`src/hdl/pin_mux_pkg.sv`:
```
package pin_mux_pkg;

  // Pin positions inside every pin-indexed vector
  localparam int N_PINS  = 5;
  localparam int PIN_TCK = 0;  // Package pin 1
  localparam int PIN_RST = 1;  // Package pin 2
  localparam int PIN_C0  = 2;  // Package pin 3
  localparam int PIN_C1  = 3;  // Package pin 4
  localparam int PIN_C2  = 4;  // Package pin 5

  // Function code of one pin; code zero is always the primary function
  typedef logic [2:0] pin_fn_t;

  localparam pin_fn_t FN_TCK_TEST         = 3'h0;
  localparam pin_fn_t FN_TCK_GPIO         = 3'h1;
  localparam pin_fn_t FN_RST_PIN          = 3'h0;
  localparam pin_fn_t FN_RST_GPIO         = 3'h1;
  localparam pin_fn_t FN_C0_GPIO          = 3'h0;
  localparam pin_fn_t FN_C0_CRYSTAL_IN    = 3'h1;
  localparam pin_fn_t FN_C0_EXT_CLOCK_IN0 = 3'h2;
  localparam pin_fn_t FN_C1_GPIO          = 3'h0;
  localparam pin_fn_t FN_C1_CRYSTAL_OUT   = 3'h1;
  localparam pin_fn_t FN_C2_GPIO          = 3'h0;
  localparam pin_fn_t FN_C2_SERIAL_TX     = 3'h1;
  localparam pin_fn_t FN_C2_CROSSBAR_OUT  = 3'h2;
  localparam pin_fn_t FN_C2_CROSSBAR_IN   = 3'h3;
  localparam pin_fn_t FN_C2_CLOCK_OUT     = 3'h4;
  localparam pin_fn_t FN_RESET            = 3'h0;

  // Driver side of one two-way pin
  typedef struct packed {
    logic o;   // Level driven onto the pin
    logic oe;  // High while the pin is driven
  } pad_t;

  localparam pad_t       PAD_RESET      = 2'h0;
  localparam logic [4:0] PIN_SYNC_RESET = 5'h1f;
  localparam logic [4:0] GPIO_IN_RESET  = 5'h00;
  localparam logic       TEST_CLK_IDLE  = 1'h1;
  localparam logic       SERIAL_RX_IDLE = 1'h1;
  localparam logic       PERIPH_IDLE    = 1'h0;

  // Internal reset release delay, counted in mclk cycles
  localparam int         RST_RELEASE_CYCLES = 32;
  localparam int         RST_CNT_W          = 6;
  localparam logic [5:0] RST_CNT_LAST       = 6'(RST_RELEASE_CYCLES - 1);
  localparam logic [5:0] RST_CNT_RESET      = 6'h00;
  localparam logic [5:0] RST_CNT_FULL       = 6'(RST_RELEASE_CYCLES);

endpackage

```
`src/hdl/reset_release.sv`:
```
`timescale 1ns/100ps

// Holds the internal reset low while any source asks, then frees it on mclk
module reset_release
  import pin_mux_pkg::*;
(
  input  wire logic mclk,
  input  wire logic nrst,
  input  wire logic req,
  output logic      rst_n
);

  logic [RST_CNT_W-1:0] cnt_r;    // Quiet cycles seen since the last request
  logic                 rst_n_r;  // Registered internal reset, active low

  // Count quiet cycles; release only on a clock edge so every domain sees it together
  always_ff @(posedge mclk or negedge nrst) begin
    if (!nrst) begin
      cnt_r   <= RST_CNT_RESET;
      rst_n_r <= 1'b0;
    end else if (req) begin
      // Any request restarts the whole wait
      cnt_r   <= RST_CNT_RESET;
      rst_n_r <= 1'b0;
    end else if (cnt_r != RST_CNT_LAST) begin
      cnt_r   <= cnt_r + 6'h01;
    end else begin
      rst_n_r <= 1'b1;
    end
  end

  assign rst_n = rst_n_r;

endmodule

```
`src/hdl/pin_mux.sv`:
```
`timescale 1ns/100ps

// Function
// - Every pin starts on its primary function
// - Alternatives come only from the pin's enable bit, plus a select on C0 and C2
// - GPIO pins are individually input or output
// - Pin 1 defaults to test clock, alt GPIO
// - Reset pin low holds device in reset
// - Internal reset frees synchronously after fixed cycles
// - Reset pin as GPIO disables pin reset
// - Reset pin leaves reset in reset function
// - Port C bit 0 defaults GPIO, crystal/clock
// - Port C bit 1 defaults GPIO, crystal out
// - Port C bit 2 serial, crossbar, clock out
// - Clock output follows selected clock source
module pin_mux
  import pin_mux_pkg::*;
(
  input  wire logic                mclk,
  input  wire logic                nrst,
  input  wire logic [N_PINS-1:0]   pin_in,
  output pad_t      [N_PINS-1:0]   pin_pad,
  input  wire logic [N_PINS-1:0]   periph_en,
  input  wire logic                c0_alt_sel,
  input  wire logic [1:0]          c2_alt_sel,
  input  wire logic [N_PINS-1:0]   gpio_dir,
  input  wire logic [N_PINS-1:0]   gpio_out,
  output logic      [N_PINS-1:0]   gpio_in,
  input  wire logic [2:0]          clock_out_source_sel,
  input  wire logic [7:0]          clock_sources,
  input  wire logic                crystal_out_drive,
  output logic                     crystal_in,
  output logic                     ext_clock_in0,
  output logic                     test_clock,
  input  wire logic                serial0_transmit,
  input  wire logic                serial0_transmit_oe,
  output logic                     serial0_receive,
  input  wire logic                crossbar_out11,
  output logic                     crossbar_in2,
  input  wire logic                watchdog_reset_req,
  input  wire logic                sw_reset_req,
  output logic                     rst_int_n
);

  logic [N_PINS-1:0] sync1_r;       // First synchroniser stage, read by stage two only
  logic [N_PINS-1:0] sync2_r;       // Pin levels now safe on mclk
  pin_fn_t           fn_r   [N_PINS]; // Active function of each pin
  pin_fn_t           fn_nxt [N_PINS]; // Function requested by the selects
  pad_t [N_PINS-1:0] pad_nxt;       // Pin drive before the output flops
  logic [N_PINS-1:0] gpio_in_nxt;   // GPIO read value before its flop
  logic              clk_pick;      // Clock source chosen for clock output 0
  logic              pin_rst_req;   // Reset asked for by the reset pin
  logic              rst_req;       // Any reset source asking

  // Two-flop synchroniser on every pin; idle high so a pulled-up pin reads quiet
  always_ff @(posedge mclk or negedge nrst) begin
    if (!nrst) begin
      sync1_r <= PIN_SYNC_RESET;
      sync2_r <= PIN_SYNC_RESET;
    end else begin
      sync1_r <= pin_in;
      sync2_r <= sync1_r;
    end
  end

  // Requested function: alternative only when its port enable bit is set
  always_comb begin
    fn_nxt[PIN_TCK] = periph_en[PIN_TCK] ? FN_TCK_GPIO : FN_TCK_TEST;
    fn_nxt[PIN_RST] = periph_en[PIN_RST] ? FN_RST_GPIO : FN_RST_PIN;
    // Port C bit 0 picks crystal input or external clock 0
    fn_nxt[PIN_C0]  = !periph_en[PIN_C0] ? FN_C0_GPIO :
                      (c0_alt_sel ? FN_C0_EXT_CLOCK_IN0 : FN_C0_CRYSTAL_IN);
    fn_nxt[PIN_C1]  = periph_en[PIN_C1] ? FN_C1_CRYSTAL_OUT : FN_C1_GPIO;
    // Port C bit 2 has four alternatives, codes one to four
    fn_nxt[PIN_C2]  = periph_en[PIN_C2] ? (pin_fn_t'({1'b0, c2_alt_sel}) + 3'h1)
                                        : FN_C2_GPIO;
  end

  // Function registers; the internal reset puts every pin back on its primary
  always_ff @(posedge mclk or negedge nrst) begin
    if (!nrst) begin
      for (int i = 0; i < N_PINS; i++) begin
        fn_r[i] <= FN_RESET;
      end
    end else begin
      for (int i = 0; i < N_PINS; i++) begin
        fn_r[i] <= rst_int_n ? fn_nxt[i] : FN_RESET;
      end
    end
  end

  // Clock source for clock output 0
  assign clk_pick = clock_sources[clock_out_source_sel];

  // Pin drive; undriven by default, then each pin takes either GPIO or its chosen alternative
  always_comb begin
    pad_nxt     = '0;
    gpio_in_nxt = GPIO_IN_RESET;
    // Port pins configured one by one as input or output
    if (fn_r[PIN_TCK] == FN_TCK_GPIO) begin
      pad_nxt[PIN_TCK]     = '{o: gpio_out[PIN_TCK], oe: gpio_dir[PIN_TCK]};
      gpio_in_nxt[PIN_TCK] = sync2_r[PIN_TCK];
    end
    if (fn_r[PIN_RST] == FN_RST_GPIO) begin
      pad_nxt[PIN_RST]     = '{o: gpio_out[PIN_RST], oe: gpio_dir[PIN_RST]};
      gpio_in_nxt[PIN_RST] = sync2_r[PIN_RST];
    end
    if (fn_r[PIN_C0] == FN_C0_GPIO) begin
      pad_nxt[PIN_C0]      = '{o: gpio_out[PIN_C0], oe: gpio_dir[PIN_C0]};
      gpio_in_nxt[PIN_C0]  = sync2_r[PIN_C0];
    end
    // Crystal output drives the resonator, otherwise GPIO
    if (fn_r[PIN_C1] == FN_C1_CRYSTAL_OUT) begin
      pad_nxt[PIN_C1]      = '{o: crystal_out_drive, oe: 1'b1};
    end else begin
      pad_nxt[PIN_C1]      = '{o: gpio_out[PIN_C1], oe: gpio_dir[PIN_C1]};
      gpio_in_nxt[PIN_C1]  = sync2_r[PIN_C1];
    end
    // Port C bit 2: exactly one source owns the pin
    unique case (fn_r[PIN_C2])
      FN_C2_GPIO: begin
        pad_nxt[PIN_C2]     = '{o: gpio_out[PIN_C2], oe: gpio_dir[PIN_C2]};
        gpio_in_nxt[PIN_C2] = sync2_r[PIN_C2];
      end
      // Single-wire mode lets the serial port turn the pin around
      FN_C2_SERIAL_TX:    pad_nxt[PIN_C2] = '{o: serial0_transmit,
                                              oe: serial0_transmit_oe};
      FN_C2_CROSSBAR_OUT: pad_nxt[PIN_C2] = '{o: crossbar_out11, oe: 1'b1};
      FN_C2_CROSSBAR_IN:  pad_nxt[PIN_C2] = PAD_RESET;
      FN_C2_CLOCK_OUT:    pad_nxt[PIN_C2] = '{o: clk_pick, oe: 1'b1};
      // Codes five to seven cannot be selected; leave the pin undriven
      default:            pad_nxt[PIN_C2] = PAD_RESET;
    endcase
  end

  // Pin drive and GPIO read flops; nothing is driven until a function asks
  always_ff @(posedge mclk or negedge nrst) begin
    if (!nrst) begin
      pin_pad <= {N_PINS{PAD_RESET}};
      gpio_in <= GPIO_IN_RESET;
    end else begin
      pin_pad <= pad_nxt;
      gpio_in <= gpio_in_nxt;
    end
  end

  // Peripheral inputs; deselected ones sit at their idle level
  always_ff @(posedge mclk or negedge nrst) begin
    if (!nrst) begin
      test_clock      <= TEST_CLK_IDLE;
      crystal_in      <= PERIPH_IDLE;
      ext_clock_in0   <= PERIPH_IDLE;
      serial0_receive <= SERIAL_RX_IDLE;
      crossbar_in2    <= PERIPH_IDLE;
    end else begin
      // Test clock is sampled, so it must run well below mclk
      test_clock      <= (fn_r[PIN_TCK] == FN_TCK_TEST) ? sync2_r[PIN_TCK]
                                                        : TEST_CLK_IDLE;
      crystal_in      <= (fn_r[PIN_C0] == FN_C0_CRYSTAL_IN) ? sync2_r[PIN_C0]
                                                            : PERIPH_IDLE;
      ext_clock_in0   <= (fn_r[PIN_C0] == FN_C0_EXT_CLOCK_IN0) ? sync2_r[PIN_C0]
                                                               : PERIPH_IDLE;
      serial0_receive <= (fn_r[PIN_C2] == FN_C2_SERIAL_TX) ? sync2_r[PIN_C2]
                                                           : SERIAL_RX_IDLE;
      crossbar_in2    <= (fn_r[PIN_C2] == FN_C2_CROSSBAR_IN) ? sync2_r[PIN_C2]
                                                             : PERIPH_IDLE;
    end
  end

  // Reset sources; the pin counts only while it carries its reset function
  assign pin_rst_req = (fn_r[PIN_RST] == FN_RST_PIN) && !sync2_r[PIN_RST];
  assign rst_req     = pin_rst_req || watchdog_reset_req || sw_reset_req;

  // Synchronous release of the internal reset
  reset_release u_reset_release (
    .mclk  (mclk),
    .nrst  (nrst),
    .req   (rst_req),
    .rst_n (rst_int_n)
  );

  // Helper for the checks: quiet cycles since the last reset request
  logic [RST_CNT_W-1:0] quiet_r;
  always_ff @(posedge mclk or negedge nrst) begin
    if (!nrst) begin
      quiet_r <= RST_CNT_RESET;
    end else if (rst_req) begin
      quiet_r <= RST_CNT_RESET;
    end else if (quiet_r != RST_CNT_FULL) begin
      quiet_r <= quiet_r + 6'h01;
    end
  end
endmodule

```
`config.mk`:
```
export PLATFORM = sky130hd
export DESIGN_NAME = pin_mux
export DESIGN_NICKNAME = d
export VERILOG_FILES = /design/src/hdl/pin_mux_pkg.sv /design/src/hdl/reset_release.sv /design/src/hdl/pin_mux.sv
export SDC_FILE = /design/constraint.sdc
export NUM_CORES = 1
export LEC_CHECK = 0
export ABC_AREA = 1
export BUFFER_PORTS_ARGS = -buffer_cell sky130_fd_sc_hd__buf_2
export CAP_MARGIN = 30
export CORE_MARGIN = 10
export CORE_UTILIZATION = 40
export DETAILED_ROUTE_END_ITERATION = 8
export PLACE_DENSITY = 0.74
export SYNTH_ARGS = -nofsm -noshare
export SYNTH_HDL_FRONTEND = slang
export SYNTH_HIERARCHICAL = 1
export SYNTH_SLANG_ARGS = --single-unit
```
`constraint.sdc`:
```
create_clock -name mclk -period 1.9 [get_ports mclk]
set_input_delay 0.38 -clock mclk [delete_from_list [all_inputs] [get_ports mclk]]
set_output_delay 0.38 -clock mclk [all_outputs]
set_load 0.1 [all_outputs]
```
* After elaboration in Yosys (flattened, before gate mapping)
Cells that the tools add are included.
Storage, ports and cells: bits in registers 45, input port bits 42, output and inout bits 21, word-level logic and storage cells 80
Operators by class: equality and inequality tests 11, $lt $le $gt $ge 1, muxes and demuxes 32, reductions and logical operators 9, add/sub/neg operators 2
Operators by type and width (number):
- $mux W1 | 19
- $mux W2 | 7
- $logic_not A3 Y1 | 4
- $mux W6 | 2
- $pmux W2 S4 | 1
- $add A6 B1 Y6 const B | 1
- $eq A3 B2 Y1 const B | 2
- $mux W3 | 2
- $ne A6 B5 Y1 const B | 1
- $lt A3 B4 Y1 const B | 1
- $add A2 B1 Y3 const B | 1
- $bmux W1 S3 | 1
- $eq A1 B1 Y1 const B | 3
- $eq A3 B1 Y1 const B | 1
- $eq A3 B3 Y1 const B | 1
- $eq A2 B1 Y1 const B | 1
- $eq A2 B2 Y1 const B | 1
- $logic_or A1 B1 Y1 | 2
- $ne A2 B2 Y1 const B | 1
- $reduce_bool A2 Y1 | 1
- $logic_and A1 B1 Y1 | 1
- $logic_not A1 Y1 | 1

* Logic depth before layout (Yosys ltp)
depth after elaboration 5, depth in mapped cells 7, gate-level depth less buffers 7

* Hierarchy
Netlist, hierarchy kept.
Modules (own cells, without submodules):
- pin_mux | area each 1377.6 sq um, times used 1, seq. area each 965.9 sq um, cells each 131
- reset_release | area each 384.1 sq um, times used 1, seq. area each 175.2 sq um, cells each 45

* Worst setup path before layout
Ideal clock, no wire load.
path type reg-to-output, start point register u_reset_release.rst_n_r (netlist: u_reset_release/rst_n), end point output port rst_int_n, stages on the path, launching flop included 1, path slack 551 ps, arrival 969 ps, cells stage by stage dfrtp_1
RTL lines:
- start, declared | line reset_release.sv:14 | logic rst_n_r;
- start signal, assigned | line reset_release.sv:20 | rst_n_r <= 1'b0;
- start signal, assigned | line reset_release.sv:24 | rst_n_r <= 1'b0;
- start signal, assigned | line reset_release.sv:28 | rst_n_r <= 1'b1;
- end, declared | line pin_mux.sv:42 | output logic rst_int_n
No word-level cell between the ends.

* Worst setup path in the final report
start point register u_reset_release.rst_n_r (netlist: u_reset_release/rst_n), end point output port rst_int_n
No word-level cell between the ends.

==> impl_metrics.toml <==
[synthesis]
synth_top_family_by_area = "simple AND/OR/NAND/NOR gates"
ys.flop_type = "dfrtp_1"
ys_ff_latch = 45
syn_nets = 220
synth.top_cell.area_share_pct = 46.9
synth_cells = 176
synth_seq_area_share_pct = 64.8
synth_compound_area_share_pct = 1.99
synth_top_area_cell = "dfrtp_1"
synth-simple-area-share_pct = 22.8
ys_warn_count = 6
synthMuxAreaShare_pct = 0.639
synthXorXnorAreaFrac_pct = 0.497
async_reset_ff_share_pct = 100
yosys.area_share.adder_pct = 1.42
netlist_area_mm2 = 0.00176
synth.area.top_cells = "dfrtp_1 47%, dfstp_2 18%, nand2_1 8.1%"
synth.distinct_cells = 25
synth.avg_cell_area_um2 = 10.0
synth_edf_count = 0

[route]
wl_met2_um = 1830
drc_errors = 0
highest_layer = "met4"
wirelength_met1_um = 1280
num_vias = 1333
wirelength_um = 3550
drt_iter0_markers = 19
ant_nets = 0
viasPerCell = 4.46
route.met3.wl_um = 360
wire_per_inst_um = 11.9
dr.pass1.iters = 4

[critical_path]
cp.depth = 1
r2r_end = "u_reset_release/cnt_r[3]$_DFFE_PN0P_"
cp_cell_sequence = "buf_2"
crit_family = "flip-flops"
critPathCaptureType = "output port"
cp-startpoint = "u_reset_release/rst_n$_DFFE_PN0P_"
critPathMaxStageDelay_ns = 0.47
worstSetupStartpointType = "flop"
cp_max_fo = 7
required_ns = 1.52
arrival_ns = 1.24
critPathSlowestCell = "dfrtp_1"
path_buf_inv = 1
r2r_cells = 7
r2r_setup_slack_ns = 0.71
critPathCapture = "rst_int_n"
worstSetupPathType = "reg -> out"
rr_startpoint = "u_reset_release/cnt_r[0]$_DFFE_PN0P_"

[timing]
rsz0062_at_grt = "false"
skew_ns = 0.00509
setup_viol = 0
slew_violations = 0
hold_viol_final = 0
relSlewSlack_pct = 67.3
tightest_slew_ns = 0.494
fmax_mhz = 619
setup_tns_ns = 0
period_needed_ns = 1.62
fin_crit_sh_pct = 85.0
hold_slack_ns = 0.0330

[floorplanning]
dieHeight_um = 86.4
placementRows = 24
die_area_mm2 = 0.00746
ioPinCount = 63
core_area_mm2 = 0.00432
start_util_pct = 40.7
chipWidth_um = 86.4

[run_status]
status = "complete, no violations"

[final_layout]
synthToLayoutAreaGrowth_pct = 28.8
nNetsFinal = 290
drive_above_1_share_pct = 40.9
antenna_cells = 0

[global_routing]
grt_pass1_wl_um = 5910
grt_pass1_vias = 1391
grt-ovfl-total = 0
antenna_found_initial = 0
grt_max_degree = 26
track_usage_pct = 9.97

[cts]
cts_root_buf = "clkbuf_8"
htree_levels = 2
clk_latency_ns = 0.29
ctsResizeCount = 0
postCtsSetupRepairBufs = 0
cts_tree = "yes"
clk_path_buf_depth = 2
cts_buffers = 5
cts_hold_buffers = 0
path_clk_slew_ns = 0.08
clock_sinks = 45

[min_path]
min_path_type = "in -> async"

[place]
gp_congestion = 0.730
dpl.hpwl_um = 2910
io_buffers = 62

[run]
maxCapViolCount = 0

[power]
ir_worst_vdd_mv = 0.464
power_density_mw_per_mm2 = 890
leakage_nw = 1.32
-- logic make-up (layout without fill, tap and decap cells) --
kind of cell / Yosys count / after routing
buffers and inverters: 37 / 108
AOI/OAI and AO/OA: 5 / 5
xor gates and xnor gates: 1 / 1
DFF: 45 / 45
adders and majority gates: 2 / 2
and+or+nand+nor: 85 / 85
muxes: 1 / 1
-- flip-flops by register name (all words and copies together) (netlist names), 5 cells and up --
name,cells
sync2_r,5
u_reset_release/cnt_r,6
sync1_r,5
gpio_in,5
pin_pad,10
fn_r,8
-- cells in the final DEF, fill, tap and decap left out, types with 3 or more instances in the layout --
cell type	n
nand3_1	11
buf_2	62
clkbuf_8	5
dfstp_2	12
nor2_1	17
dfrtp_1	33
nor3_1	3
nand2_1	38
nand2_2	3
inv_1	32
inv_2	5
-- worst min-delay path by stage --
stage / startpoint / end / slack, ns / cells past startpoint
finish: nrst / pin_pad[9]$_DFF_PN0_ / 0.03 / 1
global route: nrst / pin_pad[9]$_DFF_PN0_ / 0.06 / 1
CTS: nrst / pin_pad[7]$_DFF_PN0_ / 0.04 / 1
detailed placement: sync1_r[4]$_DFF_PN1_ / sync2_r[4]$_DFF_PN1_ / 0.35 / 0
global placement: sync1_r[4]$_DFF_PN1_ / sync2_r[4]$_DFF_PN1_ / 0.35 / 0
floorplan: nrst / crossbar_in2$_DFF_PN0_ / 0.08 / 0
-- stage by stage --
step                power, mW  setup slack, ns  util, %  cell area [µm²]  std cells
floorplan                1.23            0.551        -             1760        176
CTS                      2.05            0.262     52.5             2270        299
global placement         1.33            0.615     49.9             2160        291
finish                   2.02            0.285     52.5             2270        299
detailed placement       1.33            0.601     49.9             2160        291
global route             2.11            0.209     52.5             2270        299
-- area by class of cell --
type / instances / area, µm²
Multi-Input combinational cell: 94 / 482
Tap cell: 52 / 65.1
Fill cell: 408 / 2060
Sequential cell: 45 / 1140
Clock inverter: 2 / 38.8
Inverter: 37 / 139
Clock buffer: 6 / 72.6
Timing Repair Buffer: 63 / 330
-- cells in the mapped netlist, types with 3 or more instances --
cell,instances
nand2_1,38
dfrtp_1,33
inv_1,32
nor2_1,17
dfstp_2,12
nand3_1,11
inv_2,5
nand2_2,3
nor3_1,3
-- report_power, final --
part           leakage, nW  total, mW  switching, mW  internal (mW)
clock network       0.0554      0.708          0.313          0.395
logic                0.696      0.294          0.222         0.0712
registers            0.563       1.02         0.0146           1.00
-- per-layer routing --
layer	global-route usage (%)	up-vias
met4	4.27	0
met5	0	-
met2	17.4	45
met1	9.39	616
met3	5.53	7
li1	-	665
No activity file was read; power rests on OpenSTA's default activity.
